### src/core/sbp_pkg.sv
// Shared constants and types for the system bus pin block
package sbp_pkg;

    // Bus widths
    localparam int ADDR_W     = 23;   // Significant word address bits
    localparam int PIN_ADDR_W = 31;   // Address pins above the byte select
    localparam int PAD_W      = PIN_ADDR_W - ADDR_W;
    localparam int DATA_W     = 32;
    localparam int HALF_W     = 16;
    localparam int SEL_W      = 6;

    // Data phase length of a master cycle, in clock cycles
    localparam logic [1:0] DATA_WAIT = 2'h2;

    // Values after reset
    localparam logic RST_MODE_BIG = 1'b0;
    localparam logic RST_AS_BIG   = 1'b1;   // Strobe idles high in big endian convention
    localparam logic RST_ADS      = 1'b0;   // Strobe idles low in little endian convention

    // Master cycle phases, Gray coded along the usual path
    typedef enum logic [1:0] {
        SBP_IDLE = 2'b00,
        SBP_ADDR = 2'b01,
        SBP_DATA = 2'b11,
        SBP_END  = 2'b10
    } sbp_phase_t;

    // State of the main pin block
    typedef struct packed {
        logic                  mode_s1;
        logic                  mode_s2;
        logic                  mode_big;
        logic [SEL_W-1:0]      sel_s1;
        logic [SEL_W-1:0]      sel_s2;
        logic                  rd_s1;
        logic                  rd_s2;
        logic [DATA_W-1:0]     din_s1;
        logic [DATA_W-1:0]     din_s2;
        sbp_phase_t            phase;
        logic [1:0]            wait_cnt;
        logic                  is_write;
        logic                  is_wide;
        logic [PIN_ADDR_W-1:0] addr;
        logic                  addr_oe;
        logic [DATA_W-1:0]     dout;
        logic                  lo_oe;
        logic                  hi_oe;
        logic [SEL_W-1:0]      reg_index;
        logic [DATA_W-1:0]     rdata;
        logic                  done;
    } sbp_core_t;

    // State of the strobe generator
    typedef struct packed {
        logic as_big;
        logic as_big_oe;
        logic address_valid_strobe_little;
        logic ads_oe;
        logic mem_direction_read_high;
        logic mrw_oe;
        logic mem_direction_write_high;
        logic mwr_oe;
    } sbp_strb_t;

endpackage

### src/core/sbp_strb_if.sv
// Carrier between the cycle sequencer and the strobe generator
`timescale 1ns/100ps
interface sbp_strb_if;
    logic mode_big;
    logic owned;
    logic addr_valid;
    logic is_write;

    modport ctl (output mode_big, output owned, output addr_valid, output is_write);
    modport gen (input mode_big, input owned, input addr_valid, input is_write);
endinterface

### src/core/sbp_strobe_gen.sv
// Address strobe and memory direction pin generator
`timescale 1ns/100ps
module sbp_strobe_gen (
    input  wire logic    i_sys_clk,
    input  wire logic    i_reset,
    sbp_strb_if.gen      strb,
    output logic         o_address_valid_strobe_big,
    output logic         o_address_valid_strobe_big_oe,
    output logic         o_address_valid_strobe_little,
    output logic         o_address_valid_strobe_little_oe,
    output logic         o_mem_direction_read_high,
    output logic         o_mem_direction_read_high_oe,
    output logic         o_mem_direction_write_high,
    output logic         o_mem_direction_write_high_oe
);

    sbp_pkg::sbp_strb_t r;
    sbp_pkg::sbp_strb_t n;

    // Pin values per convention, driven only while the bus is held
    always_comb begin
        n           = r;
        n.as_big_oe = strb.owned && strb.mode_big;           // see [RULE2]
        n.ads_oe    = strb.owned && !strb.mode_big;          // see [RULE2]
        n.mrw_oe    = strb.owned && strb.mode_big;           // see [RULE11]
        n.mwr_oe    = strb.owned && !strb.mode_big;          // see [RULE11]
        n.as_big    = !(strb.owned && strb.addr_valid);      // see [RULE8] [RULE9]
        n.address_valid_strobe_little       = strb.owned && strb.addr_valid;         // see [RULE10]
        n.mem_direction_read_high       = !strb.is_write;                        // see [RULE12]
        n.mem_direction_write_high       = strb.is_write;                         // see [RULE13]
    end

    // State register
    always_ff @(posedge i_sys_clk or posedge i_reset) begin
        if (i_reset) begin
            r <= '{as_big: sbp_pkg::RST_AS_BIG, as_big_oe: 1'b0,
                   address_valid_strobe_little: sbp_pkg::RST_ADS, ads_oe: 1'b0,
                   mem_direction_read_high: 1'b0, mrw_oe: 1'b0, mem_direction_write_high: 1'b0, mwr_oe: 1'b0};
        end else begin
            r <= n;
        end
    end

    // Outputs straight from the state
    assign o_address_valid_strobe_big       = r.as_big;
    assign o_address_valid_strobe_big_oe    = r.as_big_oe;
    assign o_address_valid_strobe_little    = r.address_valid_strobe_little;
    assign o_address_valid_strobe_little_oe = r.ads_oe;
    assign o_mem_direction_read_high        = r.mem_direction_read_high;
    assign o_mem_direction_read_high_oe     = r.mrw_oe;
    assign o_mem_direction_write_high       = r.mem_direction_write_high;
    assign o_mem_direction_write_high_oe    = r.mwr_oe;

endmodule

### src/core/sbp_bus_pins.sv
// System bus pin sequencer: master cycles, slave register reads, strap mode
// Function
// [RULE1] Strap high selects big endian, low little endian, and the strobe convention.
// [RULE2] Strap 1 uses each dual pin's first meaning, strap 0 its second.
// [RULE3] Master moves 16-bit data on low lines, 32-bit data on all lines.
// [RULE4] Slave register reads drive only the low sixteen data lines.
// [RULE5] Address pins driven only while the bus is held, released otherwise.
// [RULE6] Word aligned transfers; no byte select, 23 significant address lines.
// [RULE7] Host drives the six register select lines to pick a register.
// [RULE8] Big endian: address strobe falls when status and address are valid.
// [RULE9] Big endian: address strobe rises to end the memory cycle.
// [RULE10] Little endian: address strobe rises when status and address are valid.
// [RULE11] While holding the bus, drive a memory direction output.
// [RULE12] Big endian: direction output high for reads, low for writes.
// [RULE13] Little endian: direction output low for reads, high for writes.
// [RULE14] Data lines released unless driving write data or a slave read.
`timescale 1ns/100ps
module sbp_bus_pins (
    input  wire logic                           i_sys_clk,
    input  wire logic                           i_reset,
    input  wire logic                           i_endian_convention_select,
    input  wire logic [sbp_pkg::SEL_W-1:0]      i_register_select_lines,
    input  wire logic                           i_slave_read_sel,
    input  wire logic [sbp_pkg::DATA_W-1:0]     i_system_data_lines,
    output logic      [sbp_pkg::DATA_W-1:0]     o_system_data_lines,
    output logic                                o_system_data_lo_oe,
    output logic                                o_system_data_hi_oe,
    output logic      [sbp_pkg::PIN_ADDR_W-1:0] o_dma_address_lines,
    output logic                                o_dma_address_oe,
    output logic                                o_address_valid_strobe_big,
    output logic                                o_address_valid_strobe_big_oe,
    output logic                                o_address_valid_strobe_little,
    output logic                                o_address_valid_strobe_little_oe,
    output logic                                o_mem_direction_read_high,
    output logic                                o_mem_direction_read_high_oe,
    output logic                                o_mem_direction_write_high,
    output logic                                o_mem_direction_write_high_oe,
    input  wire logic                           i_bus_owned,
    input  wire logic                           i_xfer_req,
    input  wire logic                           i_xfer_write,
    input  wire logic                           i_xfer_wide,
    input  wire logic [sbp_pkg::ADDR_W-1:0]     i_xfer_addr,
    input  wire logic [sbp_pkg::DATA_W-1:0]     i_xfer_wdata,
    output logic                                o_xfer_done,
    output logic      [sbp_pkg::DATA_W-1:0]     o_xfer_rdata,
    output logic      [sbp_pkg::SEL_W-1:0]      o_reg_index,
    input  wire logic [sbp_pkg::HALF_W-1:0]     i_reg_rdata
);

    sbp_pkg::sbp_core_t r;
    sbp_pkg::sbp_core_t n;
    sbp_strb_if         strb ();
    logic               start;

    // Request taken only from idle with the bus held
    assign start = (r.phase == sbp_pkg::SBP_IDLE) && i_xfer_req && i_bus_owned;

    // Next state
    always_comb begin
        n         = r;
        n.done    = 1'b0;
        // Pin synchronisers, first stage feeds only the second
        n.mode_s1 = i_endian_convention_select;
        n.mode_s2 = r.mode_s1;
        n.sel_s1  = i_register_select_lines;
        n.sel_s2  = r.sel_s1;
        n.rd_s1   = i_slave_read_sel;
        n.rd_s2   = r.rd_s1;
        n.din_s1  = i_system_data_lines;
        n.din_s2  = r.din_s1;
        n.reg_index = r.sel_s2;                                   // see [RULE7]
        case (r.phase)
            sbp_pkg::SBP_IDLE: begin
                n.mode_big = r.mode_s2;                           // see [RULE1]
                n.addr_oe  = 1'b0;                                // see [RULE5]
                if (start) begin
                    n.phase    = sbp_pkg::SBP_ADDR;
                    n.is_write = i_xfer_write;
                    n.is_wide  = i_xfer_wide;
                    n.addr     = {sbp_pkg::PAD_W'(0), i_xfer_addr};  // see [RULE6]
                    n.addr_oe  = 1'b1;                            // see [RULE5]
                    n.dout     = i_xfer_wdata;
                    n.lo_oe    = i_xfer_write;                    // see [RULE3]
                    n.hi_oe    = i_xfer_write && i_xfer_wide;     // see [RULE3]
                    n.wait_cnt = sbp_pkg::DATA_WAIT;
                end else if (r.rd_s2) begin
                    n.dout  = {sbp_pkg::HALF_W'(0), i_reg_rdata}; // see [RULE4]
                    n.lo_oe = 1'b1;
                    n.hi_oe = 1'b0;                               // see [RULE4]
                end else begin
                    n.lo_oe = 1'b0;                               // see [RULE14]
                    n.hi_oe = 1'b0;
                end
            end
            sbp_pkg::SBP_ADDR: begin
                n.phase = sbp_pkg::SBP_DATA;
            end
            sbp_pkg::SBP_DATA: begin
                if (r.wait_cnt == 2'h1) begin
                    n.phase = sbp_pkg::SBP_END;
                    n.done  = 1'b1;
                    if (!r.is_write) begin
                        n.rdata = r.is_wide ? r.din_s2                // see [RULE3]
                                            : {sbp_pkg::HALF_W'(0), r.din_s2[15:0]};
                    end
                end else begin
                    n.wait_cnt = r.wait_cnt - 2'h1;
                end
            end
            sbp_pkg::SBP_END: begin
                n.phase   = sbp_pkg::SBP_IDLE;
                n.addr_oe = 1'b0;                                 // see [RULE5]
                n.lo_oe   = 1'b0;                                 // see [RULE14]
                n.hi_oe   = 1'b0;
            end
            default: begin
                n.phase   = sbp_pkg::SBP_IDLE;
                n.addr_oe = 1'b0;
                n.lo_oe   = 1'b0;
                n.hi_oe   = 1'b0;
            end
        endcase
    end

    // State register
    always_ff @(posedge i_sys_clk or posedge i_reset) begin
        if (i_reset) begin
            r          <= '0;
            r.mode_big <= sbp_pkg::RST_MODE_BIG;
            r.phase    <= sbp_pkg::SBP_IDLE;
        end else begin
            r <= n;
        end
    end

    // Strobe generator hookup
    assign strb.mode_big   = r.mode_big;
    assign strb.owned      = (r.phase != sbp_pkg::SBP_IDLE);      // see [RULE11]
    assign strb.addr_valid = (r.phase == sbp_pkg::SBP_ADDR) || (r.phase == sbp_pkg::SBP_DATA);
    assign strb.is_write   = r.is_write;

    sbp_strobe_gen u_strobe (
        .i_sys_clk                        (i_sys_clk),
        .i_reset                          (i_reset),
        .strb                             (strb),
        .o_address_valid_strobe_big       (o_address_valid_strobe_big),
        .o_address_valid_strobe_big_oe    (o_address_valid_strobe_big_oe),
        .o_address_valid_strobe_little    (o_address_valid_strobe_little),
        .o_address_valid_strobe_little_oe (o_address_valid_strobe_little_oe),
        .o_mem_direction_read_high        (o_mem_direction_read_high),
        .o_mem_direction_read_high_oe     (o_mem_direction_read_high_oe),
        .o_mem_direction_write_high       (o_mem_direction_write_high),
        .o_mem_direction_write_high_oe    (o_mem_direction_write_high_oe)
    );

    // Outputs straight from the state
    assign o_system_data_lines = r.dout;
    assign o_system_data_lo_oe = r.lo_oe;
    assign o_system_data_hi_oe = r.hi_oe;
    assign o_dma_address_lines = r.addr;
    assign o_dma_address_oe    = r.addr_oe;
    assign o_xfer_done         = r.done;
    assign o_xfer_rdata        = r.rdata;
    assign o_reg_index         = r.reg_index;
endmodule

### config.mk
export PLATFORM = sky130hd
export DESIGN_NAME = sbp_bus_pins
export DESIGN_NICKNAME = d
export VERILOG_FILES = /design/src/core/sbp_pkg.sv /design/src/core/sbp_strb_if.sv /design/src/core/sbp_strobe_gen.sv /design/src/core/sbp_bus_pins.sv
export SDC_FILE = /design/constraint.sdc
export NUM_CORES = 1
export LEC_CHECK = 0
export ABC_AREA = 1
export ABC_CLOCK_PERIOD_IN_PS = 6220
export CAP_MARGIN = 25
export CORE_UTILIZATION = 50
export DETAILED_ROUTE_END_ITERATION = 7
export DONT_BUFFER_PORTS = 1
export GPL_ROUTABILITY_DRIVEN = 0
export PLACE_DENSITY_LB_ADDON = 0.25
export SYNTH_ARGS = -nofsm -noshare
export SYNTH_HDL_FRONTEND = slang
export SYNTH_SLANG_ARGS = --single-unit
### constraint.sdc
create_clock -name i_sys_clk -period 6.22 [get_ports i_sys_clk]
set_input_delay 1.244 -clock i_sys_clk [delete_from_list [all_inputs] [get_ports i_sys_clk]]
set_output_delay 1.244 -clock i_sys_clk [all_outputs]
set_load 0.005 [all_outputs]
**After elaboration in Yosys (flattened, before gate mapping)**

Index checks and enable logic that the tools add are counted.
W data, S select, Z words.

- Eq/ne operators: 7
- Reduce and logical (&&, ||, !) cells: 20
- Bitwise operators: 1
- Muxes and demuxes: 13
- $add $sub $neg: 1

Operator list:

| kind | count |
|---|---|
| $mux W32 | 2 |
| $mux W38 | 1 |
| $mux W34 | 1 |
| $pmux W2 S2 | 2 |
| $pmux W2 S4 | 1 |
| $reduce_bool A2 Y1 | 4 |
| $logic_and A1 B1 Y1 | 6 |
| $mux W2 | 3 |
| $ne A2 B2 Y1 const B | 3 |
| $reduce_and A2 Y1 | 3 |
| $reduce_and A3 Y1 | 2 |
| $eq A2 B1 Y1 const B | 2 |
| $eq A2 B2 Y1 const B | 2 |
| $logic_not A1 Y1 | 3 |
| $logic_not A2 Y1 | 1 |
| $mux W1 | 2 |
| $pmux W1 S2 | 1 |
| $sub A2 B1 Y2 const B | 1 |
| $logic_or A1 B1 Y1 | 1 |
| $not A1 Y1 | 1 |

- Bits of input ports: 117
- Word-level logic and storage cells: 69
- Register bits after elaboration: 190
- Output and inout bits: 113

**Logic depth before layout (Yosys ltp)**

- Depth after elaboration: 5
- Mapped depth: 9

**By module**

Synthesis repeated with hierarchy kept, for this count alone.

- Cells, all modules: 698
- Area total of the unflattened synthesis: 7,199.4 um2

Modules (own cells, without submodules):

| module | cells an instance | instances | seq. area each (um2) | area each (um2) |
|---|---|---|---|---|
| sbp_bus_pins | 682 | 1 | 4,604.4 | 7,003.0 |
| sbp_strobe_gen | 16 | 1 | 151.4 | 196.4 |

**Worst setup path before layout**

Ideal clock, no wire load.

- Path type: input port to flip-flop
- From: input i_xfer_req
- To: register r (netlist bit o_system_data_lines[4])
- Arrival: 1.947 ns
- Setup time: 0.118 ns
- Cell stages on the path: 8
- Setup slack: 4.155 ns
- Path through: nand2_1 > inv_2 > nand2_2 > nand2_8 > inv_4 > buf_6 > nand2_2 > nand2_1

- Longest elaborated chain between the ends: 4

RTL lines:

| element | line | RTL |
|---|---|---|
| start, declared | sbp_bus_pins.sv:39 | `input wire logic i_xfer_req,` |
| $logic_and A1 B1 Y1 (*) (2 in a row) | sbp_bus_pins.sv:56 | `assign start = (r.phase == sbp_pkg::SBP_IDLE) && i_xfer_req && i_bus_owned;` |
| $reduce_bool A2 Y1 (no source line) | - |  |
| $reduce_and A2 Y1 (no source line) | - |  |
| end signal, assigned | sbp_bus_pins.sv:132 | `r <= n;` |
| end, declared | sbp_bus_pins.sv:50 | `sbp_pkg::sbp_core_t r;` |

Mark *: on every way between the ends. The rest lies on a longest branch, timed or not.
A chain may end at the register's enable or synchronous reset.

**Worst setup path after layout**

- From: register r[109] (netlist bit)
- To: register r (netlist bit o_system_data_lines[21])

- Longest elaborated chain between the ends: 5

RTL lines:

| element | line |
|---|---|
| $logic_not A2 Y1 (*) | sbp_bus_pins.sv:56, sbp_bus_pins.sv:72 |
| $logic_and A1 B1 Y1 (2 in a row) | sbp_bus_pins.sv:56 |
| $reduce_bool A2 Y1 (no source line) | - |
| $reduce_and A2 Y1 (no source line) | - |

Marked as above.

==> results <==
- The root buffer cell is sky130_fd_sc_hd__clkbuf_16.
- The end of the worst register-to-register path is o_system_data_lines[21].
- The total of max-cap violations is 0.
- The worst min-delay path startpoint is n[142].
- From synthesis to final layout, the design area changed by -0.979%.
- Synthesis inferred 190 register bits.
- The detail-routed via count per cell is approximately 4.8.
- The TritonCTS clock tree is built.
- The number of endpoints failing setup at the final stage is 0.
- The cell total after placement is 748.
- The part of the power in registers is 0.535.
- The clock reaches the later pin of the worst-skew pair after about 0.42 ns.
- Buffers added to address setup during post-CTS repair amount to 0.
- In this run the register-to-register setup slack is about 3.4 ns.
- The synthesized instance count is 690.
- In this run the critical register-to-register path is launched from r[109].
- The level count of the clock H-tree is 4.
- For this configuration, the core starts out at a cell density of 0.519.
- Among cell families on the critical path, the largest total delay comes from simple AND/OR/NAND/NOR gates.
- Tracing the worst setup path back leads to its startpoint at r[109].
- The share of the Yosys chip area taken by registers is 0.653.
- Setup repair after global routing left no endpoint under its margin.
- Of the cells placed in the final design, the portion with a size suffix greater than 1 is 0.0967.
- The endpoint type of the worst setup path is a flop.
- The first global-routing pass estimated around 19000 um of wire.
- The type of the worst min-delay path is reg2reg.
- VDD sags by at most 0.211 mV.
- At the end of the flow, the number of nets in the layout was ~700.
- In this design, the critical path's most frequently occurring cell is sky130_fd_sc_hd__nand2_1.
- The met3 usage in global routing is 0.0734.
- The max-slew violation count was 0.
- The critical path goes through nor2_2, nand2_2, nand2_8, inv_4, nand2_1, nand2_1.
- The number of endpoints with negative hold slack in the final report is 0.
- The die boundary width is between 100 and 150 um.
- The finished layout holds between 700 and 800 standard cells, fillers aside.
- The number of buffers and inverters on the critical path is 1.
- The die extent in y is 123 um.
- The tree built by TritonCTS fans out to 190 sinks.
- After global routing, the most crowded layer is met2.
- Summed over all nets, the switching power comes to about 0.0011 W.
- The run finished with clean final reports.
- The HPWL after detailed placement is a little over 8000 um.
- The number of rows created at floorplan is 43.
- The average instance area after synthesis is ~11 um^2.
- The count of input and output buffers is 0.
- The clock skew is roughly 0.0067 ns.
- Of the total power, the clock network draws 0.312.
- In the global route stage, overall resource usage came out at 0.167.
- After synthesis, the netlist uses 25 different library cells.
- At the worst endpoint, the required time is between 6 and 7 ns.
- The clock period minus worst slack is around 2.8 ns.
- The post-detailed-route count of antenna-violating nets is 0.
- The largest stage delay on the critical path is approximately 0.74 ns.
- The global route total overflow is 0.
- The number of iterations in the first detailed-routing pass is 4.
- In the final layout, flip-flops and latches occupy roughly 4800 um^2.
- The capture endpoint of the worst hold path is r[142].
- The number of antenna diodes in the final layout is 0.
- Buffers inserted during clock tree synthesis total 17.
- In this run the worst path has a maximum fanout of between 40 and 50.
- The number of design rule violations left after detail routing is 0.
- The die covers around 15000 um^2.
- The kind of start point of the critical path is a flop.
- The netlist area before placement is about 7300 um^2.
- Of the total power, the share spent switching nets is 0.324.
- The leakage power is 3.68 nW.
- Entering global routing, the biggest net connects approximately 190 pins.
- Of the total power, combinational logic draws 0.152.
- The Yosys step of the flow raised 0 warnings.
- Clock-pin slew was measured on the worst setup and hold paths at around 0.070 ns.
- The final layout contains routed wiring with a total length of around 12000 um.
- Counting along the longest clock path gives a buffer depth of 2.
- The via count of the first global-routing pass is about 3700.
- Hold repair after CTS inserted 0 buffers.
- The final total negative setup slack is 0 ns.
- The count of filler cells inserted in the layout is 1244.
- In the final routed layout, each cell accounts on average for around 16 um.
- At the worst endpoint, the arrival time is ~3.2 ns.
- For this run, global-route usage on met2 was measured as 0.272.
- The actual transition at the worst max-transition pin is slightly above 1 ns.
- The power density of the placed cells is roughly 480 nW/um^2.
- The count of boundary I/O pins is 230.
- After the first detailed-routing iteration, the DRC count stood at around 230.
- The maximum clock frequency is ~350 MHz.
- The worst pin sits at a relative slew slack of 0.324.
- Counting instances, the worst hold path has a depth of 0.
- Cell internal power was estimated by the tool at around 0.0023 W.
- The largest individual stage delay along the critical path comes from the cell sky130_fd_sc_hd__nor2_2.
- Of the available clock period, the critical path in the final layout requires 0.457.
- After floorplanning, the core was sized to cover approximately 14000 um^2.
- The count of cells resized by post-cts repair is 0.
- The critical path start-end classification is reg2reg.
- The number of cells on the worst reg-to-reg path is 6.
- For this run, global-route usage on met1 was measured as 0.195.
- The post-layout utilization of the core is 0.514.
- For this block, the via count after detailed routing is approximately 3700.
- The multi-input combinational cells in the finished layout cover a total of approximately 1400 um^2.
- The initial antenna violation count is 1.
==> state kept, by name, indices dropped and copies added, names as in the netlist, 6 cells and up <==
| signal | flops |
|---|---|
| o_system_data_lines | 32 |
| n | 46 |
| o_reg_index | 6 |
| o_dma_address_lines | 23 |
| r | 39 |
| o_xfer_rdata | 32 |
==> synth_stat cells, drive strengths merged <==
| cell type | number | area (um^2) |
|---|---|---|
| buf | 121 | 920 |
| clkbuf | 9 | 33.8 |
| clkinv | 1 | 3.75 |
| conb | 1 | 3.75 |
| dfrtp | 189 | 4730 |
| dfstp | 1 | 26.3 |
| ha | 1 | 12.5 |
| inv | 41 | 156 |
| mux2i | 1 | 10.0 |
| nand2 | 248 | 985 |
| nand3 | 49 | 245 |
| nor2 | 7 | 38.8 |
| o211ai | 1 | 7.51 |
| o21ai | 20 | 115 |
==> worst register-to-register path, cell delays in order, from the launching register on <==
cell                      delay (ns)
sky130_fd_sc_hd__dfrtp_1        0.52
sky130_fd_sc_hd__nor2_2         0.74
sky130_fd_sc_hd__nand2_2        0.75
sky130_fd_sc_hd__nand2_8        0.37
sky130_fd_sc_hd__inv_4          0.19
sky130_fd_sc_hd__nand2_1        0.13
sky130_fd_sc_hd__nand2_1        0.05
==> worst max-delay path by stage <==
| stage | end | cells after the start | slack (ns) |
|---|---|---|---|
| 2_1_floorplan | n[111] | 1 | 2.53 |
| 3_3_place_gp | o_system_data_lines[0] | 7 | 3.26 |
| 3_5_place_dp | o_system_data_lines[21] | 7 | 3.15 |
| 4_1_cts | o_system_data_lines[21] | 6 | 3.32 |
| 5_1_grt | o_system_data_lines[25] | 6 | 3.06 |
| 6_report | o_system_data_lines[21] | 6 | 3.38 |
==> cell type report <==
cell class | instances | share of cell area
Timing Repair Buffer | 1 | 0.00277
Inverter | 42 | 0.0227
Clock inverter | 13 | 0.0206
Multi-Input combinational cell | 335 | 0.201
Clock buffer | 19 | 0.0628
Tap cell | 180 | 0.0312
Sequential cell | 190 | 0.659
==> power groups by stage <==
stage | Sequential, W | Combinational (W) | Clock [W]
2_1_floorplan | 0.00170 | 0.000880 | 0
5_1_grt | 0.00188 | 0.000614 | 0.00115
3_5_place_dp | 0.00186 | 0.000532 | 0
4_1_cts | 0.00184 | 0.000533 | 0.00110
3_3_place_gp | 0.00186 | 0.000496 | 0
6_report | 0.00184 | 0.000522 | 0.00107
==> through the flow <==
stage | hold WS [ns] | power [W] | setup WS [ns] | cell area (um^2)
floorplan | 0.331 | 0.00258 | 2.53 | 7320
global placement | 0.333 | 0.00235 | 3.26 | 6610
detailed placement | 0.335 | 0.00239 | 3.15 | 6610
CTS | 0.349 | 0.00348 | 3.32 | 7220
global route | 0.350 | 0.00364 | 3.06 | 7220
finish | 0.346 | 0.00343 | 3.38 | 7220
==> cell families after synthesis <==
logic type,Yosys count,share of synthesized area
compound gates,21,0.0168
fa+ha+maj,1,0.00172
buf+inv,172,0.153
flops,190,0.653
mux,1,0.00137
other cells,1,0.000515
simple gates,304,0.174
==> layer usage <==
metal / share of wire / wire length (um)
met5: 0.00090 / 11
met4: 0.011 / 140
met3: 0.077 / 948
met2: 0.49 / 6060
met1: 0.42 / 5090
==> placed cells by master (no fill, tap or decap) <==
master,count
sky130_fd_sc_hd__o21ai_1,12
sky130_fd_sc_hd__nor2_1,4
sky130_fd_sc_hd__conb_1,8
sky130_fd_sc_hd__nand3_1,49
sky130_fd_sc_hd__inv_4,1
sky130_fd_sc_hd__clkinvlp_4,4
sky130_fd_sc_hd__bufinv_16,1
sky130_fd_sc_hd__nor2_4,2
sky130_fd_sc_hd__clkinv_1,1
sky130_fd_sc_hd__nand2_2,12
sky130_fd_sc_hd__nor2_2,1
sky130_fd_sc_hd__clkinv_8,1
sky130_fd_sc_hd__inv_6,1
sky130_fd_sc_hd__inv_1,38
sky130_fd_sc_hd__dfstp_2,1
sky130_fd_sc_hd__clkinv_4,3
sky130_fd_sc_hd__clkbuf_8,2
sky130_fd_sc_hd__dfrtp_1,189
sky130_fd_sc_hd__clkbuf_16,17
sky130_fd_sc_hd__nand2_4,1
sky130_fd_sc_hd__o21ai_2,4
sky130_fd_sc_hd__nand2_8,1
sky130_fd_sc_hd__nand2_1,234
sky130_fd_sc_hd__inv_2,1
sky130_fd_sc_hd__o21ai_0,4
sky130_fd_sc_hd__o211ai_1,1
sky130_fd_sc_hd__buf_12,1
sky130_fd_sc_hd__ha_1,1
sky130_fd_sc_hd__inv_8,4
sky130_fd_sc_hd__mux2i_1,1
No activity file was read; power rests on OpenSTA's default activity.
